--- src/prefetch_map.svh ---
`ifndef PREFETCH_MAP_SVH
`define PREFETCH_MAP_SVH

// Long-word base of an address
`define LONG_MASK 32'hFFFF_FFFC
// Transfer sizes in bytes
`define BYTES_WORD 3'h2
`define BYTES_LONG 3'h4
`define BYTES_BYTE 3'h1
// Memory port width codes
`define PORT_8 2'h0
`define PORT_16 2'h1
`define PORT_32 2'h2

`endif

--- src/prefetch_pkg.sv ---
package prefetch_pkg;

	typedef enum logic [1:0] {
		BUS_IDLE = 2'b01,
		BUS_RUN  = 2'b10
	} bus_state_e;

	// One bus controller job: data left-justified for writes
	typedef struct packed {
		logic        valid;
		logic        write;
		logic        fetch;
		logic [31:0] addr;
		logic [2:0]  bytes;
		logic [31:0] data;
	} job_s;

	// Request to external memory for one bus cycle
	typedef struct packed {
		logic        request;
		logic        write;
		logic [31:0] addr;
		logic [2:0]  size;
		logic [31:0] wdata;
	} mem_req_s;

	// Operand request from the sequencer
	typedef struct packed {
		logic        request;
		logic        write;
		logic        isLong;
		logic [31:0] addr;
		logic [31:0] wdata;
	} op_req_s;

endpackage

--- src/prefetch_bus_sequencer_overlap.sv ---
`include "prefetch_map.svh"

module prefetch_bus_sequencer_overlap (
	// Clock and reset
	input  wire logic                   clock,
	input  wire logic                   reset,
	// Instruction prefetch
	input  wire logic                   fetchReq,
	input  wire logic [31:0]            fetchAddr,
	output logic                        fetchReady,
	output logic                        fetchValid,
	output logic [15:0]                 fetchWord,
	// Instruction cache lookup and fill
	input  wire logic                   cacheHit,
	input  wire logic [15:0]            cacheWord,
	output logic                        cacheFill,
	output logic [31:0]                 cacheFillAddr,
	output logic [31:0]                 cacheFillData,
	// Operand access
	input  wire prefetch_pkg::op_req_s  opIn,
	output logic                        opReady,
	output logic                        opDone,
	output logic [31:0]                 opRData,
	// Serialising no-operation instruction
	input  wire logic                   nopReq,
	output logic                        nopDone,
	output logic                        writesPending,
	// External memory
	input  wire logic [1:0]             portWidth,
	output prefetch_pkg::mem_req_s      memOut,
	input  wire logic                   memAck,
	input  wire logic [31:0]            memRData
);

	prefetch_pkg::bus_state_e state, next_state;
	prefetch_pkg::job_s       active, next_active;
	prefetch_pkg::job_s       slot, next_slot;
	prefetch_pkg::job_s       newJob;
	logic [31:0]              acc, next_acc;
	logic [2:0]               portBytes;
	logic [1:0]               offs;
	logic [2:0]               room;
	logic [2:0]               chunk;
	logic                     running;
	logic                     lastChunk;
	logic [31:0]              readValue;
	logic                     lineHit;
	logic [15:0]              lineWord;
	logic                     fetchMiss;
	logic                     fetchTake;
	logic                     opAccept;
	logic                     fetchBusy, next_fetchBusy;
	logic                     fetchOdd, next_fetchOdd;
	logic                     lineValid, next_lineValid;
	logic [31:0]              lineAddr, next_lineAddr;
	logic [31:0]              lineData, next_lineData;
	logic                     next_fetchValid;
	logic [15:0]              next_fetchWord;
	logic                     next_cacheFill;
	logic [31:0]              next_cacheFillAddr;
	logic [31:0]              next_cacheFillData;
	logic                     readBusy, next_readBusy;
	logic                     next_opDone;
	logic [31:0]              next_opRData;

	// Prefetch lookup
	assign lineHit   = lineValid && (lineAddr == (fetchAddr & `LONG_MASK));
	assign lineWord  = fetchAddr[1] ? lineData[15:0] : lineData[31:16];
	assign fetchMiss = !cacheHit && !lineHit;
	assign opReady   = !slot.valid && !readBusy;
	assign opAccept  = opIn.request && opReady;
	assign fetchReady = !fetchBusy && (!fetchMiss || (!slot.valid && !opIn.request));
	assign fetchTake = fetchReq && fetchReady;

	// Job handed to the bus controller; operands take priority
	always_comb begin
		newJob = '0;
		if (opAccept) begin
			newJob.valid = 1'b1;
			newJob.write = opIn.write;
			newJob.addr  = opIn.addr;
			newJob.bytes = opIn.isLong ? `BYTES_LONG : `BYTES_WORD;
			newJob.data  = opIn.isLong ? opIn.wdata : {opIn.wdata[15:0], 16'h0000};
		end else if (fetchTake && fetchMiss) begin
			newJob.valid = 1'b1;
			newJob.fetch = 1'b1;
			newJob.addr  = fetchAddr & `LONG_MASK;
			newJob.bytes = `BYTES_LONG;
		end
	end

	// Bytes per bus cycle from port width and alignment
	always_comb begin
		case (portWidth)
			`PORT_8:  portBytes = `BYTES_BYTE;
			`PORT_16: portBytes = `BYTES_WORD;
			default:  portBytes = `BYTES_LONG;
		endcase
	end
	assign offs  = active.addr[1:0] & 2'(portBytes - `BYTES_BYTE);
	assign room  = portBytes - {1'b0, offs};
	assign chunk = (room < active.bytes) ? room : active.bytes;
	assign running   = (state == prefetch_pkg::BUS_RUN);
	assign lastChunk = running && memAck && (chunk == active.bytes);
	assign readValue = (acc << {chunk, 3'b000})
		| (memRData & ~(32'hFFFF_FFFF << {chunk, 3'b000}));

	// One memory cycle per chunk
	always_comb begin
		memOut         = '0;
		memOut.request = running;
		memOut.write   = active.write;
		memOut.addr    = active.addr;
		memOut.size    = chunk;
		memOut.wdata   = active.data >> {3'(`BYTES_LONG - chunk), 3'b000};
	end

	// Bus controller and one-entry queue
	always_comb begin
		next_state  = state;
		next_active = active;
		next_slot   = slot;
		next_acc    = acc;
		if (running && memAck) begin
			next_acc          = readValue;
			next_active.addr  = active.addr + 32'(chunk);
			next_active.bytes = active.bytes - chunk;
			next_active.data  = active.data << {chunk, 3'b000};
		end
		if (lastChunk || !running) begin
			next_acc = '0;
			if (slot.valid) begin
				next_active = slot;
				next_slot   = '0;
				next_state  = prefetch_pkg::BUS_RUN;
			end else if (newJob.valid) begin
				next_active = newJob;
				next_state  = prefetch_pkg::BUS_RUN;
			end else begin
				next_active = '0;
				next_state  = prefetch_pkg::BUS_IDLE;
			end
		end else if (newJob.valid) begin
			next_slot = newJob;
		end
	end

	always_ff @(posedge clock) begin
		if (reset) begin
			state  <= prefetch_pkg::BUS_IDLE;
			active <= '0;
			slot   <= '0;
			acc    <= '0;
		end else begin
			state  <= next_state;
			active <= next_active;
			slot   <= next_slot;
			acc    <= next_acc;
		end
	end

	// Prefetch delivery, line capture and cache fill
	always_comb begin
		next_fetchBusy     = fetchBusy;
		next_fetchOdd      = fetchOdd;
		next_lineValid     = lineValid;
		next_lineAddr      = lineAddr;
		next_lineData      = lineData;
		next_fetchValid    = 1'b0;
		next_fetchWord     = fetchWord;
		next_cacheFill     = 1'b0;
		next_cacheFillAddr = cacheFillAddr;
		next_cacheFillData = cacheFillData;
		if (fetchTake && cacheHit) begin
			next_fetchValid = 1'b1;
			next_fetchWord  = cacheWord;
		end else if (fetchTake && lineHit) begin
			next_fetchValid = 1'b1;
			next_fetchWord  = lineWord;
		end else if (fetchTake) begin
			next_fetchBusy = 1'b1;
			next_fetchOdd  = fetchAddr[1];
			next_lineAddr  = fetchAddr & `LONG_MASK;
			next_lineValid = 1'b0;
		end
		if (lastChunk && active.fetch) begin
			next_fetchBusy     = 1'b0;
			next_fetchValid    = 1'b1;
			next_fetchWord     = fetchOdd ? readValue[15:0] : readValue[31:16];
			next_lineValid     = 1'b1;
			next_lineData      = readValue;
			next_cacheFill     = 1'b1;
			next_cacheFillAddr = lineAddr;
			next_cacheFillData = readValue;
		end
	end

	always_ff @(posedge clock) begin
		if (reset) begin
			fetchBusy     <= 1'b0;
			fetchOdd      <= 1'b0;
			lineValid     <= 1'b0;
			lineAddr      <= '0;
			lineData      <= '0;
			fetchValid    <= 1'b0;
			fetchWord     <= '0;
			cacheFill     <= 1'b0;
			cacheFillAddr <= '0;
			cacheFillData <= '0;
		end else begin
			fetchBusy     <= next_fetchBusy;
			fetchOdd      <= next_fetchOdd;
			lineValid     <= next_lineValid;
			lineAddr      <= next_lineAddr;
			lineData      <= next_lineData;
			fetchValid    <= next_fetchValid;
			fetchWord     <= next_fetchWord;
			cacheFill     <= next_cacheFill;
			cacheFillAddr <= next_cacheFillAddr;
			cacheFillData <= next_cacheFillData;
		end
	end

	// Operand completion; writes are posted at acceptance
	always_comb begin
		next_readBusy = readBusy;
		next_opDone   = 1'b0;
		next_opRData  = opRData;
		if (opAccept && opIn.write) begin
			next_opDone = 1'b1;
		end else if (opAccept) begin
			next_readBusy = 1'b1;
		end
		if (lastChunk && !active.fetch && !active.write) begin
			next_readBusy = 1'b0;
			next_opDone   = 1'b1;
			next_opRData  = readValue;
		end
	end

	always_ff @(posedge clock) begin
		if (reset) begin
			readBusy <= 1'b0;
			opDone   <= 1'b0;
			opRData  <= '0;
		end else begin
			readBusy <= next_readBusy;
			opDone   <= next_opDone;
			opRData  <= next_opRData;
		end
	end

	// Serialisation on outstanding writes
	assign writesPending = (active.valid && active.write) || (slot.valid && slot.write);
	assign nopDone       = nopReq && !writesPending;
endmodule

--- config.mk ---
export PLATFORM = sky130hd
export DESIGN_NAME = prefetch_bus_sequencer_overlap
export DESIGN_NICKNAME = d
export VERILOG_FILES = /design/src/prefetch_pkg.sv /design/src/prefetch_bus_sequencer_overlap.sv
export VERILOG_INCLUDE_DIRS = /design/src /design/src/src
export SDC_FILE = /design/constraint.sdc
export NUM_CORES = 1
export LEC_CHECK = 0
export BUFFER_PORTS_ARGS = -buffer_cell sky130_fd_sc_hd__buf_2
export CORE_UTILIZATION = 50
export DETAILED_ROUTE_END_ITERATION = 8
export PLACE_DENSITY = 0.74
export REMOVE_ABC_BUFFERS = 1
export SLEW_MARGIN = 20
export SYNTH_ARGS = -nofsm -noshare
export SYNTH_HDL_FRONTEND = slang
export SYNTH_SLANG_ARGS = --single-unit
export TNS_END_PERCENT = 30
--- constraint.sdc ---
create_clock -name clock -period 13.1 [get_ports clock]
set_input_delay 2.62 -clock clock [delete_from_list [all_inputs] [get_ports clock]]
set_output_delay 2.62 -clock clock [all_outputs]
set_load 0.02 [all_outputs]
==> results.yml, run 1 <==
status:
  status: "completed"
clock_tree:
  h-tree-depth: 2
  clock_latency_ns: 0.52
  cts_resized: 0
  root_buffer: "clkbuf_16"
  clock-sinks: 319
  cts_hold_buf: 0
  cts_tree: "built"
  clkTransAtPathRegs_ns: 0.06
  numCtsBuffers: 37
  clk_path_buf_depth: 3
  cts_setup_buffers: 0
critical_path:
  crit_required_ns: 10.48
  worstPathArrival_ns: 6.84
  critPathKind: "input pin to output port"
  critical_path.max_fanout: 45
  cp-start-kind: "input pin"
  cp-end-kind: "output port"
synth:
  ys_async_sr_fraction_pct: 0
  syn-mean-instance-area_sq_um: 8.22
  yosys.area.top_type_share_pct: 40.0
  syn_inst: 1942
  yosysSeqAreaShare_pct: 40.0
  synth.distinct_cells: 85
  yosys_warnings: 0
  ys_seq_elements: 319
  synthesis.area_sq_mm: 0.0160
  synth-edff-count: 0
  yosysTopAreaCell: "dfxtp_1"
  synth_area_leaders: "dfxtp_1 (40%), a21oi_1 (6.6%), nand2_1 (6.4%), nor2_1 (5.4%), mux2i_1 (5.0%)"
  ys.flop_type: "dfxtp_1"
sta:
  worst_slack_ns: 3.64
  skew_ns: 0.0181
  min_period_over_period_pct: 72.2
  drv_slew: 0
  max_freq_mhz: 106
  tightest_slew_ns: 1.15
  setup_viol: 0
  finalCriticalPeriod_ns: 9.46
  slew_headroom_pct: 22.9
  hold_violations: 0
  grt_setup_unrepaired: "false"
power:
  peakVddDrop_v: 0.000128
  p_per_area_mw_per_mm2: 132
  p_leak_uw: 0.00767
detailed_routing:
  post_drt_wl_per_cell_um: 19.6
  vias_per_cell: 6.01
  drt_iter0_drc: 1418
  first_pass_iters: 6
  drc: 0
  vias: 15526
  drt_wl_total_um: 50600
  ant_nets: 0
finish:
  layout_commonest_cell: "buf_2"
  drive_gt1_share_pct: 22.4
  finalNonFillerCells: 2585
  nets: 2322
  syn_to_final_growth_pct: 17.1
  final_cell_mix: "buf_2 (338), dfxtp_1 (318), nand2_1 (270)"
grt:
  antenna_found_initial: 8
  grt_pass1_vias: 14802
  grt_pass1_wl_um: 80100
  grt_max_degree: 95
  overflow: 0
  gr-usage-all-layers_pct: 30.1
job:
  maxCapViolCount: 0
placement:
  portBuffers: 339
  dp_cells: 2514
  dp_hpwl_um: 33400
  pre_cts_ws_ns: 3.69
  place_congestion: 0.886
floorplan:
  initial_utilization_pct: 50.7
  core-area_sq_mm: 0.0315
  die_width_um: 181
  num_rows: 65
  pin_count: 343
  die_area_sq_mm: 0.0327
  die_y_um: 181
hold_path:
  min-delay-path-class: "register to register"
worst max-delay path: stages:
cell and delay, ns:
buf_2 0.13, mux2i_1 0.21, ha_1 0.19, nor3_1 0.06, a21o_1 0.18, ha_1 0.33
o21ai_0 0.13, a21oi_1 0.33, o21ai_4 0.10, inv_2 0.60, ha_1 0.32, ha_1 0.57
nor2b_1 0.63, and3_1 0.26, buf_2 0.17
layer usage:
metal	global-route usage (%)	part of all wire, %
met5	0	0.036
met4	12.7	4.1
met1	38.0	41
met3	6.93	8.1
met2	49.3	46
kinds of logic after synthesis:
family	synth area share [%]
flops	40.0
compound gates	27.0
other cells	0.0235
fa+ha+maj	1.27
simple gates	17.5
buf+inv	6.32
xor+xnor	2.41
mux	5.52
state kept, by name, indices dropped and copies added, names as in the netlist:
register       flops
acc               32
active            36
cacheFill          1
cacheFillAddr     30
fetchBusy          1
fetchOdd           1
fetchValid         1
fetchWord         16
lineAddr          30
lineData          32
lineValid          1
memOut            33
opDone             1
opRData           32
readBusy           1
slot              69
state              2
cell usage after synthesis, types with 6 or more instances:
| library cell | count |
|---|---|
| dfxtp_1 | 319 |
| nand2_1 | 271 |
| nor2_1 | 231 |
| a21oi_1 | 212 |
| clkbuf_1 | 107 |
| mux2i_1 | 79 |
| a211oi_1 | 68 |
| o21ai_0 | 67 |
| a22oi_1 | 43 |
| buf_4 | 40 |
| a22o_1 | 36 |
| xnor2_1 | 35 |
| nor3_1 | 30 |
| buf_2 | 25 |
| a221oi_1 | 21 |
| a31oi_1 | 21 |
| and3_1 | 21 |
| o21ai_1 | 21 |
| o221ai_1 | 21 |
| nor2b_1 | 20 |
| buf_1 | 17 |
| inv_1 | 16 |
| nand4_1 | 16 |
| nand3_1 | 15 |
| ha_1 | 13 |
| a21o_1 | 9 |
| o211a_1 | 9 |
| o211ai_1 | 9 |
| xor2_1 | 9 |
| a221oi_2 | 8 |
| a2bb2oi_1 | 8 |
| a311oi_1 | 8 |
| mux2_2 | 8 |
| a311oi_2 | 7 |
| and2_1 | 7 |
| a31oi_2 | 6 |
| nand2b_1 | 6 |
| o22ai_1 | 6 |
final cells by class:
cell class / count / area, sq um
Antenna cell: 7 / 17.5
Tap cell: 402 / 503
Inverter: 19 / 71.3
Timing Repair Buffer: 363 / 1890
Sequential cell: 319 / 6390
Multi-Input combinational cell: 1412 / 8650
Clock inverter: 10 / 65.1
Clock buffer: 53 / 1120
Fill cell: 2868 / 12800
stage by stage:
step | total power (uW) | cell area (sq um) | setup TNS [ns] | hold slack [ns] | utilization (%)
after floorplan | 1310 | 15000 | -38.53 | 0.420 | -
after global placement | 1460 | 17500 | 0 | 0.431 | 55.6
after detailed placement | 1470 | 17500 | 0 | 0.441 | 55.6
after CTS | 2480 | 18700 | 0 | 0.448 | 59.3
after global routing | 2560 | 18700 | 0 | 0.460 | 59.4
final | 2470 | 18700 | 0 | 0.447 | 59.4
final timing paths:
kind,from,to,slack (ns),cells after the start
max,portWidth[1],memOut[25],3.64,15
min,slot[68],slot[68],0.45,2
max reg2reg,memOut[36],slot[2],7.25,18
min reg2reg,slot[68],slot[68],0.45,2
report_power, final:
| part | leakage (uW) | total [uW] | internal, uW | switching [uW] |
|---|---|---|---|---|
| sequential | 0.00259 | 1030 | 1000 | 27.6 |
| clock | 0.000580 | 1010 | 593 | 417 |
| combinational | 0.00450 | 430 | 144 | 286 |
Power figures use the tool's default switching activity.
==> inputs of run 2 (changes only) <==
--- a/config.mk
+++ b/config.mk
@@ -9,7 +9,7 @@
 export BUFFER_PORTS_ARGS = -buffer_cell sky130_fd_sc_hd__buf_2
 export CORE_UTILIZATION = 50
 export DETAILED_ROUTE_END_ITERATION = 8
-export PLACE_DENSITY = 0.74
+export PLACE_DENSITY = 0.77
 export REMOVE_ABC_BUFFERS = 1
 export SLEW_MARGIN = 20
 export SYNTH_ARGS = -nofsm -noshare
==> constraint.sdc (replaced) <==
create_clock -name clock -period 7.79 [get_ports clock]
set_input_delay 1.558 -clock clock [delete_from_list [all_inputs] [get_ports clock]]
set_output_delay 1.558 -clock clock [all_outputs]
set_load 0.02 [all_outputs]
==> run 2 against run 1 <==
Effect of this change:
- clock-buffer cell count decreased by 2
- critical path depth shrank 1
- cell count increased by 0.27%
- sequential share of layout area decreased by 0.21 points
- critical path type unchanged
- critical endpoint is now memOut[28]
- largest cell class unchanged
- largest power group is now the clock network
==> results.yml, run 2 (same netlist as run 1, synthesis figures left out) <==
clock_tree:
  root_buffer: "clkbuf_16"
  cts_tree: "built"
  cts_setup_buffers: 0
  h-tree-depth: 2
  numCtsBuffers: 37
  cts_resized: 0
  cts_hold_buf: 0
  clock_latency_ns: 0.52
  clock-sinks: 319
  clkTransAtPathRegs_ns: 0.06
  clk_path_buf_depth: 3
critical_path:
  max_stage_delay_ns: 0.60
  critPathKind: "input pin to output port"
  cp-start-kind: "input pin"
  critical_path.max_fanout: 15
  crit_buf_inv: 3
  worstPathArrival_ns: 5.25
  crit_chain: "buf_2 -> mux2i_1 -> ha_1 -> nor3_1 -> a21o_1 -> ha_1 -> a21o_1 -> a32o_1 -> a311oi_4 -> inv_2 -> ha_1 -> nor2b_1 -> and3_1 -> buf_2"
  cp-end-kind: "output port"
  cpMostUsedCell: "ha_1"
  cp_top_family: "adder cells"
  r2r_slack_ns: 2.34
  slowest_stage: "nor2b_1"
  crit_required_ns: 6.23
sta:
  skew_ns: 0.0145
  finalCriticalPeriod_ns: 6.80
  fin_setup_tns_ns: 0
  setup_viol: 0
  drv_slew: 0
  max_freq_mhz: 147
  worst_slack_ns: 0.985
  tightest_slew_ns: 1.09
  hold_violations: 0
  grt_setup_unrepaired: "false"
  hold_ws_ns: 0.449
  slew_headroom_pct: 27.1
  min_period_over_period_pct: 87.4
finish:
  final_cell_mix: "buf_2 (338), dfxtp_1 (318), nand2_1 (270)"
  final_core_util_pct: 59.8
  nets: 2328
  largest_reg_flops: 69
  regMostFlops: "slot"
  layout_commonest_cell: "buf_2"
  fill_cells: 2796
  syn_to_final_growth_pct: 17.9
  drive_gt1_share_pct: 22.5
detailed_routing:
  first_pass_iters: 8
  drt_wl_total_um: 50900
  post_drt_wl_per_cell_um: 19.7
  vias_per_cell: 6.06
  vias: 15705
  ant_nets: 0
  drt_iter0_drc: 1253
  drc: 0
placement:
  dp_hpwl_um: 34100
  portBuffers: 339
  pre_cts_ws_ns: 0.990
  place_congestion: 0.882
grt:
  antenna_found_initial: 11
  gr-usage-all-layers_pct: 30.1
  overflow: 0
  grt_max_degree: 85
  grt_pass1_vias: 14680
  grt_pass1_wl_um: 79800
floorplan:
  die_width_um: 181
  core-area_sq_mm: 0.0315
  die_y_um: 181
  initial_utilization_pct: 50.7
  pin_count: 343
  die_area_sq_mm: 0.0327
  num_rows: 65
power:
  peakVddDrop_v: 0.000205
  p_per_area_mw_per_mm2: 226
  p_leak_uw: 0.00774
  power_uw: 4260
hold_path:
  min-delay-path-class: "register to register"
job:
  maxCapViolCount: 0
status:
  status: "completed"
==> run 2: worst paths after layout <==
| check | cells past startpoint | end | from |
|---|---|---|---|
| setup / recovery | 14 | memOut[28] | portWidth[1] |
| setup reg to reg | 17 | active[21] | memOut[35] |
| hold reg to reg | 2 | slot[47] | slot[47] |
| hold / removal | 2 | slot[47] | slot[47] |
==> run 2: worst reg2reg max path, delay by kind of cell, from the launching register on <==
family	cells	cell delay [ns]
DFF	1	0.40
and+or+nand+nor	6	2.18
buffers and inverters	1	0.48
adders and majority gates	3	0.81
AOI/OAI and AO/OA	7	1.48
==> run 2: area by class of cell <==
| type | instances | area, sq um | share of cell area [%] |
|---|---|---|---|
| multi-input cells | 1412 | 8650 | 46.0 |
| flip-flops and latches | 319 | 6390 | 33.9 |
| repair buffers | 369 | 1940 | 10.3 |
| clock buffers | 51 | 1070 | 5.69 |
| well taps | 402 | 503 | 2.67 |
| clock inverters | 14 | 180 | 0.957 |
| inverters | 19 | 71.3 | 0.379 |
| diodes | 6 | 15.0 | 0.0798 |
==> run 2: stage by stage <==
| step | area (sq um) | instances |
|---|---|---|
| after global routing | 18800 | 2592 |
| after global placement | 17500 | 2520 |
| after detailed placement | 17500 | 2520 |
| after CTS | 18800 | 2585 |
| final | 18800 | 2592 |
| after floorplan | 15000 | 1750 |
==> run 2: where the power goes <==
group	switching [uW]	internal, uW
clock network	699	1100
logic	488	247
registers	46.4	1680
total	1230	3020
==> run 2: per-layer routing <==
layer,track usage [%],part of all wire (%)
met1,38.5,42
met2,48.5,46
met3,6.25,8.1
met4,13.8,4.1
met5,0,0.13
